$ cat src/shared/tsf_regs.svh
`ifndef TSF_REGS_SVH
`define TSF_REGS_SVH

// ----------------------------------------
// Register offsets (plain port, word index)
// ----------------------------------------
`define TSF_ADDR_CTRL 4'h0
`define TSF_ADDR_STATUS 4'h1
`define TSF_ADDR_IRQ_STAT 4'h2
`define TSF_ADDR_IRQ_EN 4'h3
`define TSF_ADDR_IRQ_CLR 4'h4
`define TSF_ADDR_TAPS 4'h5
`define TSF_ADDR_RESULT 4'h6
`define TSF_ADDR_COEF0 4'h8

// ----------------------------------------
// Field positions
// ----------------------------------------
`define TSF_CTRL_INIT_BIT 0
`define TSF_ST_CFG_OK_BIT 0
`define TSF_ST_BAD_CFG_BIT 1
`define TSF_ST_SETTLED_BIT 2
`define TSF_IRQ_RESULT_BIT 0
`define TSF_IRQ_BADCFG_BIT 1
`define TSF_IRQ_SETTLED_BIT 2

// ----------------------------------------
// Limits and reset values
// ----------------------------------------
`define TSF_TAPS_MIN 2
`define TSF_TAPS_MAX 9
`define TSF_FRAC_BITS 14
`define TSF_COEF_MAX 16'sh4000
`define TSF_COEF_MIN 16'shc000
`define TSF_SUM_MAX 32'sh00008000
`define TSF_SUM_MIN 32'shffff8000
`define TSF_RESULT_MAX 16'hffff
`define TSF_TAPS_RST 4'h5
`define TSF_COEF_RST 16'h0ccc

`endif

$ cat src/shared/tsf_pkg.sv
package tsf_pkg;
  typedef enum logic [1:0] {
    TSF_IDLE,
    TSF_CHECK,
    TSF_MAC,
    TSF_DONE
  } tsf_state_t;
endpackage

$ cat src/design/tsf_fir.sv
// The address map and the strobed register port were left to the implementer.
`include "tsf_regs.svh"

module tsf_fir #(
  parameter int TAPS_MAX = `TSF_TAPS_MAX
)(
  // Clock and reset
  input wire logic mclk,
  input wire logic rst_n,
  // Register port
  input wire logic [3:0] reg_addr,
  input wire logic [15:0] reg_wdata,
  input wire logic reg_wr,
  input wire logic reg_rd,
  output logic [15:0] reg_rdata,
  // Sample stream
  input wire logic sample_valid,
  input wire logic [15:0] sample_data,
  output logic sample_ready,
  // Result stream
  output logic result_valid,
  output logic [15:0] result_data,
  output logic result_settled,
  // Status and interrupt
  output logic status_ok,
  output logic status_bad_config,
  output logic irq
);

  // Only the nine-deep line is served; coefficient 8 has no bus address and keeps its reset value
  if (TAPS_MAX != `TSF_TAPS_MAX)
  begin : g_bad_taps_max
    $error("tsf_fir: TAPS_MAX must be 9");
  end
  // ----------------------------------------
  // Helpers
  // ----------------------------------------
  function automatic logic [15:0] clamp_u16(input logic signed [31:0] acc);
    logic signed [31:0] sh;
    sh = acc >>> `TSF_FRAC_BITS;
    if (sh > 32'sh0000ffff)
      clamp_u16 = `TSF_RESULT_MAX;
    else if (sh < 32'sh0)
      clamp_u16 = 16'h0;
    else
      clamp_u16 = sh[15:0];
  endfunction
  function automatic logic coef_in_range(input logic signed [15:0] c);
    coef_in_range = (c <= `TSF_COEF_MAX) && (c >= `TSF_COEF_MIN);
  endfunction

  // ----------------------------------------
  // State
  // ----------------------------------------
  tsf_pkg::tsf_state_t state_ff;
  logic [3:0] taps_ff;
  logic signed [15:0] coef_ff [TAPS_MAX];
  logic [15:0] line_ff [TAPS_MAX];
  logic [3:0] idx_ff;
  logic signed [31:0] acc_ff;
  logic signed [31:0] csum_ff;
  logic cfg_bad_ff;
  logic cfg_ok_ff;
  logic [3:0] settle_ff;
  logic settled_ff;
  logic [15:0] result_ff;
  logic result_valid_ff;
  logic [2:0] irq_stat_ff;
  logic [2:0] irq_en_ff;
  logic [15:0] rdata_ff;
  logic init_req;
  logic busy;
  logic cfg_fail;
  logic [2:0] irq_set;
  logic signed [31:0] prod;
  logic signed [31:0] acc_next;

  assign init_req = reg_wr && (reg_addr == `TSF_ADDR_CTRL) && reg_wdata[`TSF_CTRL_INIT_BIT];
  assign busy = (state_ff != tsf_pkg::TSF_IDLE);
  assign sample_ready = !busy && cfg_ok_ff;
  assign prod = 32'(coef_ff[idx_ff]) * 32'($signed({1'b0, line_ff[idx_ff]}));
  assign acc_next = acc_ff + prod;
  assign cfg_fail = cfg_bad_ff || (csum_ff > `TSF_SUM_MAX) || (csum_ff < `TSF_SUM_MIN);
  // ----------------------------------------
  // Sequencer
  // ----------------------------------------
  always_ff @(posedge mclk)
  begin
    if (!rst_n)
      state_ff <= tsf_pkg::TSF_IDLE;
    else
    begin
      case (state_ff)
        tsf_pkg::TSF_IDLE:
        begin
          if (init_req)
            state_ff <= tsf_pkg::TSF_CHECK;
          else if (sample_valid && cfg_ok_ff)
            state_ff <= tsf_pkg::TSF_MAC;
        end
        tsf_pkg::TSF_CHECK:
        begin
          if (idx_ff == 4'(TAPS_MAX - 1))
            state_ff <= tsf_pkg::TSF_DONE;
        end
        tsf_pkg::TSF_MAC:
        begin
          if (idx_ff == taps_ff - 4'h1)
            state_ff <= tsf_pkg::TSF_DONE;
        end
        tsf_pkg::TSF_DONE:
          state_ff <= tsf_pkg::TSF_IDLE;
        default:
          state_ff <= tsf_pkg::TSF_IDLE;
      endcase
    end
  end
  always_ff @(posedge mclk)
  begin
    if (!rst_n)
      idx_ff <= 4'h0;
    else if (state_ff == tsf_pkg::TSF_IDLE)
      idx_ff <= 4'h0;
    else if (state_ff != tsf_pkg::TSF_DONE)
      idx_ff <= idx_ff + 4'h1;
  end

  // ----------------------------------------
  // Configuration check
  // ----------------------------------------
  always_ff @(posedge mclk)
  begin
    if (!rst_n)
    begin
      csum_ff <= 32'sh0;
      cfg_bad_ff <= 1'b0;
      cfg_ok_ff <= 1'b0;
    end
    else if (state_ff == tsf_pkg::TSF_IDLE && init_req)
    begin
      csum_ff <= 32'sh0;
      cfg_ok_ff <= 1'b0;
      cfg_bad_ff <= (taps_ff < 4'(`TSF_TAPS_MIN)) || (taps_ff > 4'(`TSF_TAPS_MAX));
    end
    else if (state_ff == tsf_pkg::TSF_CHECK)
    begin
      // Unused taps are skipped; only configured coefficients count
      if (idx_ff < taps_ff)
      begin
        csum_ff <= csum_ff + 32'(coef_ff[idx_ff]);
        if (!coef_in_range(coef_ff[idx_ff]))
          cfg_bad_ff <= 1'b1;
      end
    end
    else if (state_ff == tsf_pkg::TSF_DONE && !cfg_ok_ff && !result_valid_ff)
    begin
      if (cfg_fail)
        cfg_bad_ff <= 1'b1;
      else
        cfg_ok_ff <= 1'b1;
    end
    else if (reg_wr && reg_addr != `TSF_ADDR_CTRL && reg_addr != `TSF_ADDR_IRQ_EN
             && reg_addr != `TSF_ADDR_IRQ_CLR)
      cfg_ok_ff <= 1'b0; // Config edits need a fresh init
  end
  // ----------------------------------------
  // Configuration registers
  // ----------------------------------------
  always_ff @(posedge mclk)
  begin
    if (!rst_n)
    begin
      taps_ff <= `TSF_TAPS_RST;
      for (int i = 0; i < TAPS_MAX; i++)
        coef_ff[i] <= `TSF_COEF_RST;
    end
    else if (reg_wr && !busy)
    begin
      if (reg_addr == `TSF_ADDR_TAPS)
        taps_ff <= reg_wdata[3:0];
      for (int i = 0; i < TAPS_MAX - 1; i++)
        if (reg_addr == 4'(`TSF_ADDR_COEF0 + i))
          coef_ff[i] <= reg_wdata;
    end
  end

  // ----------------------------------------
  // Delay line and settling counter
  // ----------------------------------------
  always_ff @(posedge mclk)
  begin
    if (!rst_n)
    begin
      for (int i = 0; i < TAPS_MAX; i++)
        line_ff[i] <= 16'h0;
    end
    else if (state_ff == tsf_pkg::TSF_CHECK)
    begin
      for (int i = 0; i < TAPS_MAX; i++)
        line_ff[i] <= 16'h0;
    end
    else if (state_ff == tsf_pkg::TSF_IDLE && !init_req && sample_valid && cfg_ok_ff)
    begin
      line_ff[0] <= sample_data;
      for (int i = 1; i < TAPS_MAX; i++)
        line_ff[i] <= line_ff[i - 1];
    end
  end
  always_ff @(posedge mclk)
  begin
    if (!rst_n)
    begin
      settle_ff <= 4'h0;
      settled_ff <= 1'b0;
    end
    else if (state_ff == tsf_pkg::TSF_CHECK)
    begin
      settle_ff <= 4'h0;
      settled_ff <= 1'b0;
    end
    // Counts one past the tap count so the settled event fires only once
    else if (state_ff == tsf_pkg::TSF_MAC && idx_ff == 4'h0 && settle_ff <= taps_ff)
    begin
      settle_ff <= settle_ff + 4'h1;
      if (settle_ff + 4'h1 >= taps_ff)
        settled_ff <= 1'b1;
    end
  end
  // ----------------------------------------
  // Multiply-accumulate and result
  // ----------------------------------------
  always_ff @(posedge mclk)
  begin
    if (!rst_n)
      acc_ff <= 32'sh0;
    else if (state_ff == tsf_pkg::TSF_MAC)
      acc_ff <= acc_next;
    else
      acc_ff <= 32'sh0;
  end
  always_ff @(posedge mclk)
  begin
    if (!rst_n)
    begin
      result_ff <= 16'h0;
      result_valid_ff <= 1'b0;
    end
    else if (state_ff == tsf_pkg::TSF_MAC && idx_ff == taps_ff - 4'h1)
    begin
      result_ff <= clamp_u16(acc_next);
      result_valid_ff <= 1'b1;
    end
    else
      result_valid_ff <= 1'b0;
  end
  assign result_valid = result_valid_ff;
  assign result_data = result_ff;
  assign result_settled = settled_ff;
  assign status_ok = cfg_ok_ff;
  assign status_bad_config = cfg_bad_ff;

  // ----------------------------------------
  // Interrupts
  // ----------------------------------------
  assign irq_set = {settled_ff && result_valid_ff && settle_ff == taps_ff,
                    state_ff == tsf_pkg::TSF_DONE && cfg_fail && !cfg_ok_ff && !result_valid_ff,
                    result_valid_ff};
  always_ff @(posedge mclk)
  begin
    if (!rst_n)
      irq_en_ff <= 3'h0;
    else if (reg_wr && reg_addr == `TSF_ADDR_IRQ_EN)
      irq_en_ff <= reg_wdata[2:0];
  end
  always_ff @(posedge mclk)
  begin
    if (!rst_n)
      irq_stat_ff <= 3'h0;
    else if (reg_wr && reg_addr == `TSF_ADDR_IRQ_CLR)
      irq_stat_ff <= (irq_stat_ff & ~reg_wdata[2:0]) | irq_set; // Set wins
    else
      irq_stat_ff <= irq_stat_ff | irq_set;
  end
  assign irq = |(irq_stat_ff & irq_en_ff);

  // ----------------------------------------
  // Register read
  // ----------------------------------------
  always_ff @(posedge mclk)
  begin
    if (!rst_n)
      rdata_ff <= 16'h0;
    else if (reg_rd)
    begin
      rdata_ff <= 16'h0;
      case (reg_addr)
        `TSF_ADDR_STATUS: rdata_ff <= {13'h0, settled_ff, cfg_bad_ff, cfg_ok_ff};
        `TSF_ADDR_IRQ_STAT: rdata_ff <= {13'h0, irq_stat_ff};
        `TSF_ADDR_IRQ_EN: rdata_ff <= {13'h0, irq_en_ff};
        `TSF_ADDR_TAPS: rdata_ff <= {12'h0, taps_ff};
        `TSF_ADDR_RESULT: rdata_ff <= result_ff;
        default:
        begin
          for (int i = 0; i < TAPS_MAX - 1; i++)
            if (reg_addr == 4'(`TSF_ADDR_COEF0 + i))
              rdata_ff <= coef_ff[i];
        end
      endcase
    end
  end

  assign reg_rdata = rdata_ff;
endmodule

$ cat config.mk
export PLATFORM = sky130hd
export DESIGN_NAME = tsf_fir
export DESIGN_NICKNAME = d
export VERILOG_FILES = /design/src/shared/tsf_pkg.sv /design/src/design/tsf_fir.sv
export VERILOG_INCLUDE_DIRS = /design/src /design/src/shared
export SDC_FILE = /design/constraint.sdc
export NUM_CORES = 1
export LEC_CHECK = 0
export ABC_AREA = 1
export BUFFER_PORTS_ARGS = -buffer_cell sky130_fd_sc_hd__buf_2
export CORE_ASPECT_RATIO = 2
export CORE_UTILIZATION = 39
export CTS_BUF_LIST = sky130_fd_sc_hd__clkbuf_4 sky130_fd_sc_hd__clkbuf_8 sky130_fd_sc_hd__clkbuf_16
export CTS_CLUSTER_SIZE = 25
export DETAILED_ROUTE_END_ITERATION = 12
export GPL_TIMING_DRIVEN = 0
export SYNTH_ARGS = -nofsm -noshare
export SYNTH_HDL_FRONTEND = slang
export SYNTH_SLANG_ARGS = --single-unit
$ cat constraint.sdc
create_clock -name mclk -period 7.9 [get_ports mclk]
set_input_delay 1.58 -clock mclk [delete_from_list [all_inputs] [get_ports mclk]]
set_output_delay 1.58 -clock mclk [all_outputs]
set_load 0.1 [all_outputs]
; Word-level counts from Yosys, hierarchy flattened
; Memory sizes are Yosys's and may differ from the RTL's. A register that Yosys moved wholly into a read port is not among the register bits.
; Cells that the tools add are included.
[op_classes]
add_sub_neg = 5
n_mul = 1
order_cmp = 11
n_eq_ne = 29
muxes = 97
bitwise_logic = 33
reduce_logical = 51
[op_table]
columns = cell, count
row1 = $mux W16, 36
row2 = $pmux W16 S5, 1
row3 = $mux W1, 50
row4 = $eq A4 B4 Y1 const B, 9
row5 = $add A32 B16 Y32, 1
row6 = $add A32 B32 Y32, 1
row7 = $gt A32 B17 Y1 const B, 1
row8 = $lt A32 B16 Y1 const B, 1
row9 = $mul A16 B17 Y32, 1
row10 = $or A1 B1 Y1, 26
row11 = $logic_and A1 B1 Y1, 25
row12 = $gt A18 B17 Y1 const B, 1
row13 = $lt A18 B1 Y1 const B, 1
row14 = $ge A16 B15 Y1 const B, 1
row15 = $le A16 B16 Y1 const B, 1
row16 = $mux W4, 4
row17 = $eq A4 B3 Y1 const B, 3
row18 = $ne A3 B3 Y1 const B, 3
row19 = $add A4 B1 Y4 const B, 2
row20 = $eq A4 B2 Y1 const B, 2
row21 = $eq A4 B4 Y1, 2
row22 = $logic_not A4 Y1, 2
row23 = $mux W2, 4
row24 = $ne A2 B2 Y1 const B, 4
row25 = other kinds (28), 45
[word_totals]
ff_bits = 120
ram_bits = 288
inputBits = 41
wordCells = 243
mem_count = 2
[memory_table]
columns = name, depth, width, rd, rd_ports_with_merged_regs, wr, line
row1 = coef_ff, 9, 16, 9, 1, 9, tsf_fir.sv:57  ; logic signed [15:0] coef_ff [TAPS_MAX];
row2 = line_ff, 9, 16, 9, 1, 9, tsf_fir.sv:58  ; logic [15:0] line_ff [TAPS_MAX];

; Depth between registers and ports, before layout
; Gate-level depths: netlist (run 1).
[depth]
word_depth = 12
mapped_depth = 40
mapped_depth_nobuf = 35

; Least setup slack after synthesis (run 1)
; OpenSTA, ideal clock, no wires.
[synth_path]
path_kind = register -> register
startpoint = register with a tool-made name
endpoint = register result_ff[5], in the netlist result_data[5]
setup_time_ps = 143
t_arrival_ps = 6297
required_ps = 7757
path_slack_ps = 1460
path_stages_with_launch = 36
period_less_slack_ps = 6440
cell_sequence = dfxtp_1 buf_6 buf_6 buf_6 buf_6 buf_4 a21oi_1 o21ai_0 nand3_1 nand3_1 o21ai_1 buf_4 nand2_1 fa_1 inv_1 fa_1 inv_1 fa_1 inv_1 fa_1 fa_1 inv_1 fa_1 inv_1 ha_1 a21oi_1 o21ai_0 a21oi_1 nand2_1 nor2_1 nand2_2 nand2_4 nor2_8 buf_8 nand2_2 a21oi_2
[synth_lines]
columns = element, line
row1 = "end signal, assigned", tsf_fir.sv:250  ; result_ff <= clamp_u16(acc_next);
row2 = "end, declared", tsf_fir.sv:66  ; logic [15:0] result_ff;

==> results of run 1 <==
layout make-up:
class / count / area [sq um]
Fill cell: 8006 / 43050
Multi-Input combinational cell: 2486 / 16500
Sequential cell: 396 / 10650
Inverter: 759 / 2884
Tap cell: 1022 / 1279
Clock buffer: 52 / 1127
Buffer: 124 / 762.0
Timing Repair Buffer: 95 / 643.1
Clock inverter: 20 / 214.0
worst min-delay path, stage by stage (launching register included):
cell     delay (ps)
dfxtp_1         330
nand2_1          60
a21oi_1          50
repair_timing:
action / 4_1_cts / 5_1_grt
endpoints found under the setup margin: 29 / 31
buffers inserted: 0 / 7
resized for setup: 49 / 62
pin swaps: 2 / 5
path summary, 6_finish.rpt:
check                                       end  cells after the start
worst max register to register  result_data[12]                     29
worst max-delay path            result_data[12]                     29
worst min-delay path                 csum_ff[3]                      2
worst min register to register       csum_ff[3]                      2
cell usage after synthesis, types with 3 or more instances:
| master | instances | area [sq um] |
|---|---|---|
| inv_1 | 718 | 2695 |
| clkinv_1 | 8 | 30.03 |
| nor4_1 | 3 | 18.77 |
| nand2_1 | 681 | 2556 |
| nand2_2 | 18 | 112.6 |
| nor2_2 | 6 | 37.54 |
| o21bai_1 | 14 | 105.1 |
| buf_2 | 45 | 225.2 |
| nor3_2 | 6 | 60.06 |
| a31oi_1 | 12 | 75.07 |
| inv_2 | 29 | 108.9 |
| ha_1 | 166 | 2077 |
| o211ai_2 | 3 | 37.54 |
| o211ai_1 | 16 | 120.1 |
| o21ai_0 | 176 | 880.8 |
| inv_4 | 4 | 25.02 |
| a21boi_0 | 3 | 22.52 |
| xnor2_1 | 18 | 157.7 |
| edfxtp_1 | 272 | 8168 |
| o21ai_1 | 30 | 150.1 |
| nand3_1 | 205 | 1026 |
| nor2_1 | 524 | 1967 |
| o21ai_2 | 6 | 52.55 |
| nor3_1 | 24 | 120.1 |
| buf_4 | 17 | 127.6 |
| a21o_1 | 5 | 37.54 |
| dfxtp_1 | 124 | 2482 |
| o2111ai_1 | 8 | 70.07 |
| o22ai_1 | 5 | 31.28 |
| o21a_1 | 8 | 60.06 |
| fa_1 | 226 | 4524 |
| xor2_1 | 22 | 192.7 |
| clkbuf_1 | 45 | 168.9 |
| nand4_1 | 36 | 225.2 |
| a21oi_2 | 11 | 96.34 |
| a211oi_1 | 6 | 45.04 |
| buf_6 | 9 | 101.4 |
| buf_1 | 8 | 30.03 |
| a21oi_1 | 226 | 1131 |
logic make-up after synthesis:
kind of cell	Yosys count	share of synthesized area, %
fa+ha+maj	392	21.71
flops	396	35.03
simple gates	1516	20.63
xor+xnor	40	1.152
compound gates	538	9.884
buf+inv	884	11.60
state kept, by name (all words and copies together), names as in the netlist, named ones only:
register	cells
acc_ff	32
coef_ff	128
csum_ff	32
idx_ff	4
irq_en_ff	3
irq_stat_ff	3
line_ff	144
reg_rdata	16
result_data	16
result_settled	1
result_valid	1
settle_ff	4
state_ff	2
status_bad_config	1
status_ok	1
taps_ff	4
stage by stage:
stage / hold slack, ps / std cells
6_report: 490.9 / 4954
5_1_grt: 499.1 / 4954
4_1_cts: 485.0 / 4947
3_5_place_dp: 475.4 / 4876
3_3_place_gp: 466.3 / 4866
2_1_floorplan: 444.3 / 3766
routing by layer:
layer / wire [um] / global-route usage [%] / up-vias
li1: - / - / 12170
met1: 33440 / 25.24 / 12490
met2: 58250 / 52.63 / 955
met3: 5121 / 3.726 / 451
met4: 13190 / 28.74 / 0
met5: 0 / 0 / -
==> reports/qor.csv, run 1 <==
metric,value,unit
status,"finished, final reports clean",
first-pass GRT wire length,161500,um
CTS tree,yes,
Critical Path Fanout Max,10,
Layout area overhead,12.02,%
crit end category,register,
setup slack at placement,-858.6,ps
largest net degree at the start of global routing,59,
via/cell ratio,5.262,
slew at the pin closest to its max-slew limit,981.1,ps
Rows,144,
cell family with most CP delay,adder cells,
placed inst area,32290,sq um
Final Cell Area,34060,sq um
total number of vias,26070,
"Hold Vio Cnt, Final",0,
worst-skew pair later-pin latency,630,ps
Fin Setup TNS,0,ps
"most common cell after layout, fill and taps aside",inv_1,
layout cells sized above 1,9.944,%
Synthesized Nets,4199,
CP max-delay cell,fa_1,
max cap viols,0,
R2R setup slack,140,ps
type of origin of the critical path,register,
ys async rst share,0,%
Tmin final,7763,ps
H-Tree Depth,2,
"CTS clk-pin slew, worst paths",90,ps
hold crit path type,register to register,
# hold bufs at CTS,0,
Slowest Stage Delay on Critical Path,570,ps
IO Pins,79,
Post-synth EDFFs,272,
Num Clock Sinks,396,
max_slew headroom,34.09,%
main flop type after synthesis,edfxtp_1,
Antenna diodes,0,
# setup viols final,0,
I/O Buffers,78,
Overflow after GRT,0,
chip height,396.9,um
final core utilization,44.17,%
core region area,77110,sq um
Slew Limit Fails,0,
"commonest non-fill, non-tap cells in the layout","716 x inv_1, 676 x nand2_1, 520 x nor2_1, 272 x edfxtp_1, 226 x fa_1",
Netlist cell types,55,
setup ws final,137.5,ps
dpl hpwl,87850,um
GRT Overall Usage,28.38,%
Nets,4336,
Arrival @ worst endpoint,8210,ps
Gate Count Post-Synth,3766,
antenna-violating nets left,0,
synthesis-stage register bit count,396,
sequential area share after synthesis,35.03,%
# DRC,0,
Num CTS Buffers,41,
Max clock buf depth,3,
die width,199.4,um
Setup Skew,55.93,ps
"most used cell, CP",fa_1,
Tcrit/Tclk final,98.26,%
Syn. warnings,0,
CP Buf/Inv Count,8,
die area,79150,sq um
Routed WL,110000,um
FMAX,128.8,MHz
CTS root buf,clkbuf_16,
worst path required time,8350,ps
iteration-0 DRC count of the detailed router,1628,
beginning of the worst hold path,csum_ff[3],
GP Congestion,0.9990,
1st-pass router iterations,6,
Avg Inst Size Synth,8.074,sq um
DR WL/cell,22.20,um
synthesized cell area,30410,sq um
Initial Utilization,39.43,%
initial antenna violation count,0,
kind of critical path,register to register,
vias in the first global route,27030,
Power of run 1 is left out: the tool's default activity adds up to more than one toggle a clock period on the data nets, which glitch-free logic cannot reach.
==> run 2: changes to the inputs <==
Settings changed: CORE_MARGIN set to 2, TNS_END_PERCENT set to 100.
==> run 2 against run 1 <==
Effect of this change:
- first-iteration DRC count up 17%
- critical endpoint is now result_data[6]
- clock skew down 19 ps
- sequential cell count unchanged
- wire length fell by 1.2%
- cell count down 0.18%
- non-clock buffer count down 5
- final area fell by 0.56%
- die area grew 1.5%
- count of clock-buffer cells in the layout shrank 7
- global-route usage fell by 1.3 points
==> reports/qor.csv, run 2 (synthesized netlist as in run 1, its figures left out) <==
metric,value,unit
Layout area overhead,11.40,%
dpl hpwl,86150,um
hold crit path type,register to register,
"commonest non-fill, non-tap cells in the layout","716 x inv_1, 677 x nand2_1, 519 x nor2_1, 272 x edfxtp_1, 226 x fa_1",
GP Congestion,1.001,
Slowest Stage Delay on Critical Path,580,ps
"Hold Vio Cnt, Final",0,
Nets,4328,
Routed WL,108700,um
Inst Count DP,4874,
Max clock buf depth,3,
Setup Skew,36.82,ps
IO Pins,79,
# setup viols final,0,
"most common cell after layout, fill and taps aside",inv_1,
Overflow after GRT,0,
chip height,398.9,um
Critical Path Fanout Max,10,
Tcrit/Tclk final,96.93,%
die area,80350,sq um
GRT Overall Usage,27.11,%
slew at the pin closest to its max-slew limit,1049,ps
Non-Filler Instances,4945,
type of origin of the critical path,register,
worst path required time,8400,ps
Initial Utilization,39.43,%
first-pass GRT wire length,160400,um
crit end category,register,
H-Tree Depth,2,
Rows,144,
final core utilization,43.93,%
max_slew headroom,30.04,%
"CTS clk-pin slew, worst paths",70,ps
iteration-0 DRC count of the detailed router,1899,
layout cells sized above 1,9.510,%
Slew Limit Fails,0,
initial antenna violation count,0,
kind of critical path,register to register,
CP max-delay cell,fa_1,
CTS root buf,clkbuf_16,
status,"finished, final reports clean",
CTS tree,yes,
FMAX,130.6,MHz
total number of vias,26150,
biggest registers after layout,"line_ff: 144 flops, coef_ff: 128 flops",
Largest register FFs,144,
I/O Buffers,78,
largest register by flop count,line_ff,
Arrival @ worst endpoint,8150,ps
Num CTS Buffers,38,
1st-pass router iterations,8,
worst-skew pair later-pin latency,580,ps
max cap viols,0,
DR WL/cell,21.97,um
Num Clock Sinks,396,
# DRC,0,
largest net degree at the start of global routing,52,
vias in the first global route,26930,
core region area,77110,sq um
Tmin final,7657,ps
via/cell ratio,5.288,
antenna-violating nets left,0,
Filler cells,7994,
R2R setup slack,240,ps
die width,201.4,um
-- run 2: area by class of cell --
cell class              instances  area (sq um)  area share, %
inverters                     759          2874          8.485
well taps                    1022          1279          3.775
clock inverters                22         311.5         0.9198
multi-input cells            2486         16430          48.52
diodes                          1         2.502       0.007388
repair buffers                 90         558.0          1.647
flip-flops and latches        396         10650          31.44
plain buffers                 124         729.5          2.154
clock buffers                  45          1033          3.051
-- run 2: final timing paths --
kind,from,to,cells past startpoint
setup / recovery,register,result_data[6],34
hold / removal,irq_stat_ff[0],irq_stat_ff[0],2
setup reg to reg,register,result_data[6],34
hold reg to reg,irq_stat_ff[0],irq_stat_ff[0],2
-- run 2: repair_timing --
action | in CTS | in global routing
resized for setup | 23 | 64
endpoints found under the setup margin | 29 | 22
pin swaps | 0 | 2
setup buffers | 0 | 4
hold buffers | 0 | 0
-- run 2: stage by stage --
step | TNS, ps | worst slack, ps | hold WS (ps) | area [sq um]
6_report | 0 | 242.6 | 477.6 | 33870
5_1_grt | -8.308 | -8.308 | 485.3 | 33870
4_1_cts | 0 | 0.2043 | 477.1 | 33650
3_5_place_dp | -10830 | -645.8 | 467.7 | 32250
3_3_place_gp | -126710 | -814.4 | 460.9 | 32080
2_1_floorplan | 0 | 1460 | 444.3 | 30410
-- run 2: layer usage --
layer  wire length, um  part of all wire [%]  up-vias  track usage, %
li1                  -                     -    12150               -
met1             33010                    30    12550           24.08
met2             58520                    54     1018           52.12
met3              5386                   5.0      429           3.167
met4             11740                    11        0           25.77
met5                 0                     0        -               0
-- run 2: critical path: cells and delay by family (launching register included) --
family                     cells  cell delay [ps]
adders and majority gates      7             3590
and+or+nand+nor               16             1980
buffers and inverters         10             1560
DFF                            1              330
AOI/OAI and AO/OA              1              100
Power of run 2 is left out for the same reason.
==> run 3: changes to the inputs <==
Settings changed: CELL_PAD_IN_SITES_DETAIL_PLACEMENT set to 0, CELL_PAD_IN_SITES_GLOBAL_PLACEMENT set to 1, CORE_MARGIN 2 to not set, PLACE_DENSITY_LB_ADDON set to 0.1.
==> run 3 against run 2 <==
Effect of this change:
- first-iteration DRC count shrank 24%
- register-to-register slack improved by 40 ps
- utilization is essentially flat
- sequential cell count did not move
- clock skew down 1.4 ps
- global-route usage increased by 2.1 points
- sequential share of layout area about the same
- worst hold slack improved by 3.3 ps
- count of clock-buffer cells in the layout increased by 5
- highest routed layer unchanged
- largest cell class unchanged
- die area is 1.5% lower
- non-clock buffer count rose by 4
==> reports/qor.csv, run 3 (synthesized netlist as in run 1, its figures left out) <==
metric,value,unit
status,"finished, final reports clean",
Fin Setup TNS,0,ps
CTS tree,yes,
largest net degree at the start of global routing,59,
biggest registers after layout,"line_ff: 144 flops, coef_ff: 128 flops",
Largest register FFs,144,
Setup Skew,35.45,ps
max_slew headroom,36.18,%
I/O Buffers,78,
worst path required time,8320,ps
Overflow after GRT,0,
"commonest non-fill, non-tap cells in the layout","716 x inv_1, 678 x nand2_1, 518 x nor2_1, 272 x edfxtp_1, 226 x fa_1",
IO Pins,79,
DR WL/cell,22.87,um
Initial Utilization,39.43,%
"most common cell after layout, fill and taps aside",inv_1,
Slew Limit Fails,0,
dpl hpwl,90990,um
chip height,396.9,um
type of origin of the critical path,register,
GRT Overall Usage,29.23,%
worst-skew pair later-pin latency,590,ps
total number of vias,25530,
vias in the first global route,26810,
RSZ-0062 raised after global routing,false,
max cap viols,0,
H-Tree Depth,2,
"most used cell, CP",fa_1,
antenna-violating nets left,0,
Non-Filler Instances,4953,
FMAX,131.3,MHz
Layout area overhead,11.42,%
Num CTS Buffers,39,
crit end category,register,
kind of critical path,register to register,
slew at the pin closest to its max-slew limit,957.2,ps
Tcrit/Tclk final,96.37,%
core region area,77110,sq um
# setup viols final,0,
first-pass GRT wire length,165900,um
"CTS clk-pin slew, worst paths",80,ps
largest register by flop count,line_ff,
die width,199.4,um
Nets,4333,
via/cell ratio,5.154,
die area,79150,sq um
layout cells sized above 1,9.692,%
Tmin final,7613,ps
iteration-0 DRC count of the detailed router,1443,
CTS root buf,clkbuf_16,
Arrival @ worst endpoint,8030,ps
"Hold Vio Cnt, Final",0,
Slowest Stage Delay on Critical Path,520,ps
Inst Count DP,4875,
initial antenna violation count,0,
# DRC,0,
Antenna diodes,0,
CP max-delay cell,fa_1,
1st-pass router iterations,7,
hold crit path type,register to register,
Num Clock Sinks,396,
Max clock buf depth,3,
Routed WL,113300,um
GP Congestion,0.9249,
Rows,144,
Critical Path Fanout Max,10,
-- run 3: path summary, 6_finish.rpt --
kind              cells past startpoint       start  slack [ps]              to
hold reg to reg                       2  csum_ff[0]         480      csum_ff[0]
setup reg to reg                     29    register         290  result_data[5]
hold / removal                        2  csum_ff[0]         480      csum_ff[0]
setup / recovery                     29    register         290  result_data[5]
-- run 3: worst max-delay path: cells and delay by family (launching register included) --
kind / cells / cell delay (ps)
AND/OR/NAND/NOR: 11 / 1740
flip-flops: 1 / 310
adder cells (fa/ha/maj): 7 / 3360
AO/OA/AOI/OAI: 3 / 660
buffers and inverters: 8 / 1360
-- run 3: metal layers --
metal / up-vias / GRT usage, % / part of all wire (%) / wire length [um]
li1: 12160 / - / - / -
met1: 12420 / 28.19 / 33 / 37870
met2: 666 / 56.88 / 56 / 62930
met3: 284 / 2.317 / 3.3 / 3733
met4: 0 / 20.71 / 7.7 / 8724
met5: - / 0 / 0 / 0
-- run 3: timing repair --
| action | in CTS | in global routing |
|---|---|---|
| setup endpoints to repair | 36 | 24 |
| hold buffers | 0 | 0 |
| gates cloned | 0 | 0 |
| buffers inserted | 1 | 6 |
| pin swaps | 1 | 1 |
| gates resized for setup | 32 | 51 |
-- run 3: layout make-up --
cell class | count | area, sq um
Buffer | 124 | 732.0
Clock buffer | 50 | 1124
Clock inverter | 22 | 198.9
Fill cell | 8188 | 43240
Inverter | 759 | 2877
Multi-Input combinational cell | 2486 | 16420
Sequential cell | 396 | 10650
Tap cell | 1022 | 1279
Timing Repair Buffer | 94 | 599.3
-- run 3: metrics by stage --
step / hold WS, ps / instance area, sq um / setup slack [ps] / utilization [%]
final: 480.9 / 33880 / 286.7 / 43.93
after global routing: 493.2 / 33880 / 2.162 / 43.93
after CTS: 479.6 / 33680 / 0.3695 / 43.68
after detailed placement: 469.1 / 32270 / -844.5 / 41.85
after global placement: 462.5 / 32080 / -1105 / 41.60
after floorplan: 444.3 / 30410 / 1460 / -
Power of run 3 is left out for the same reason.
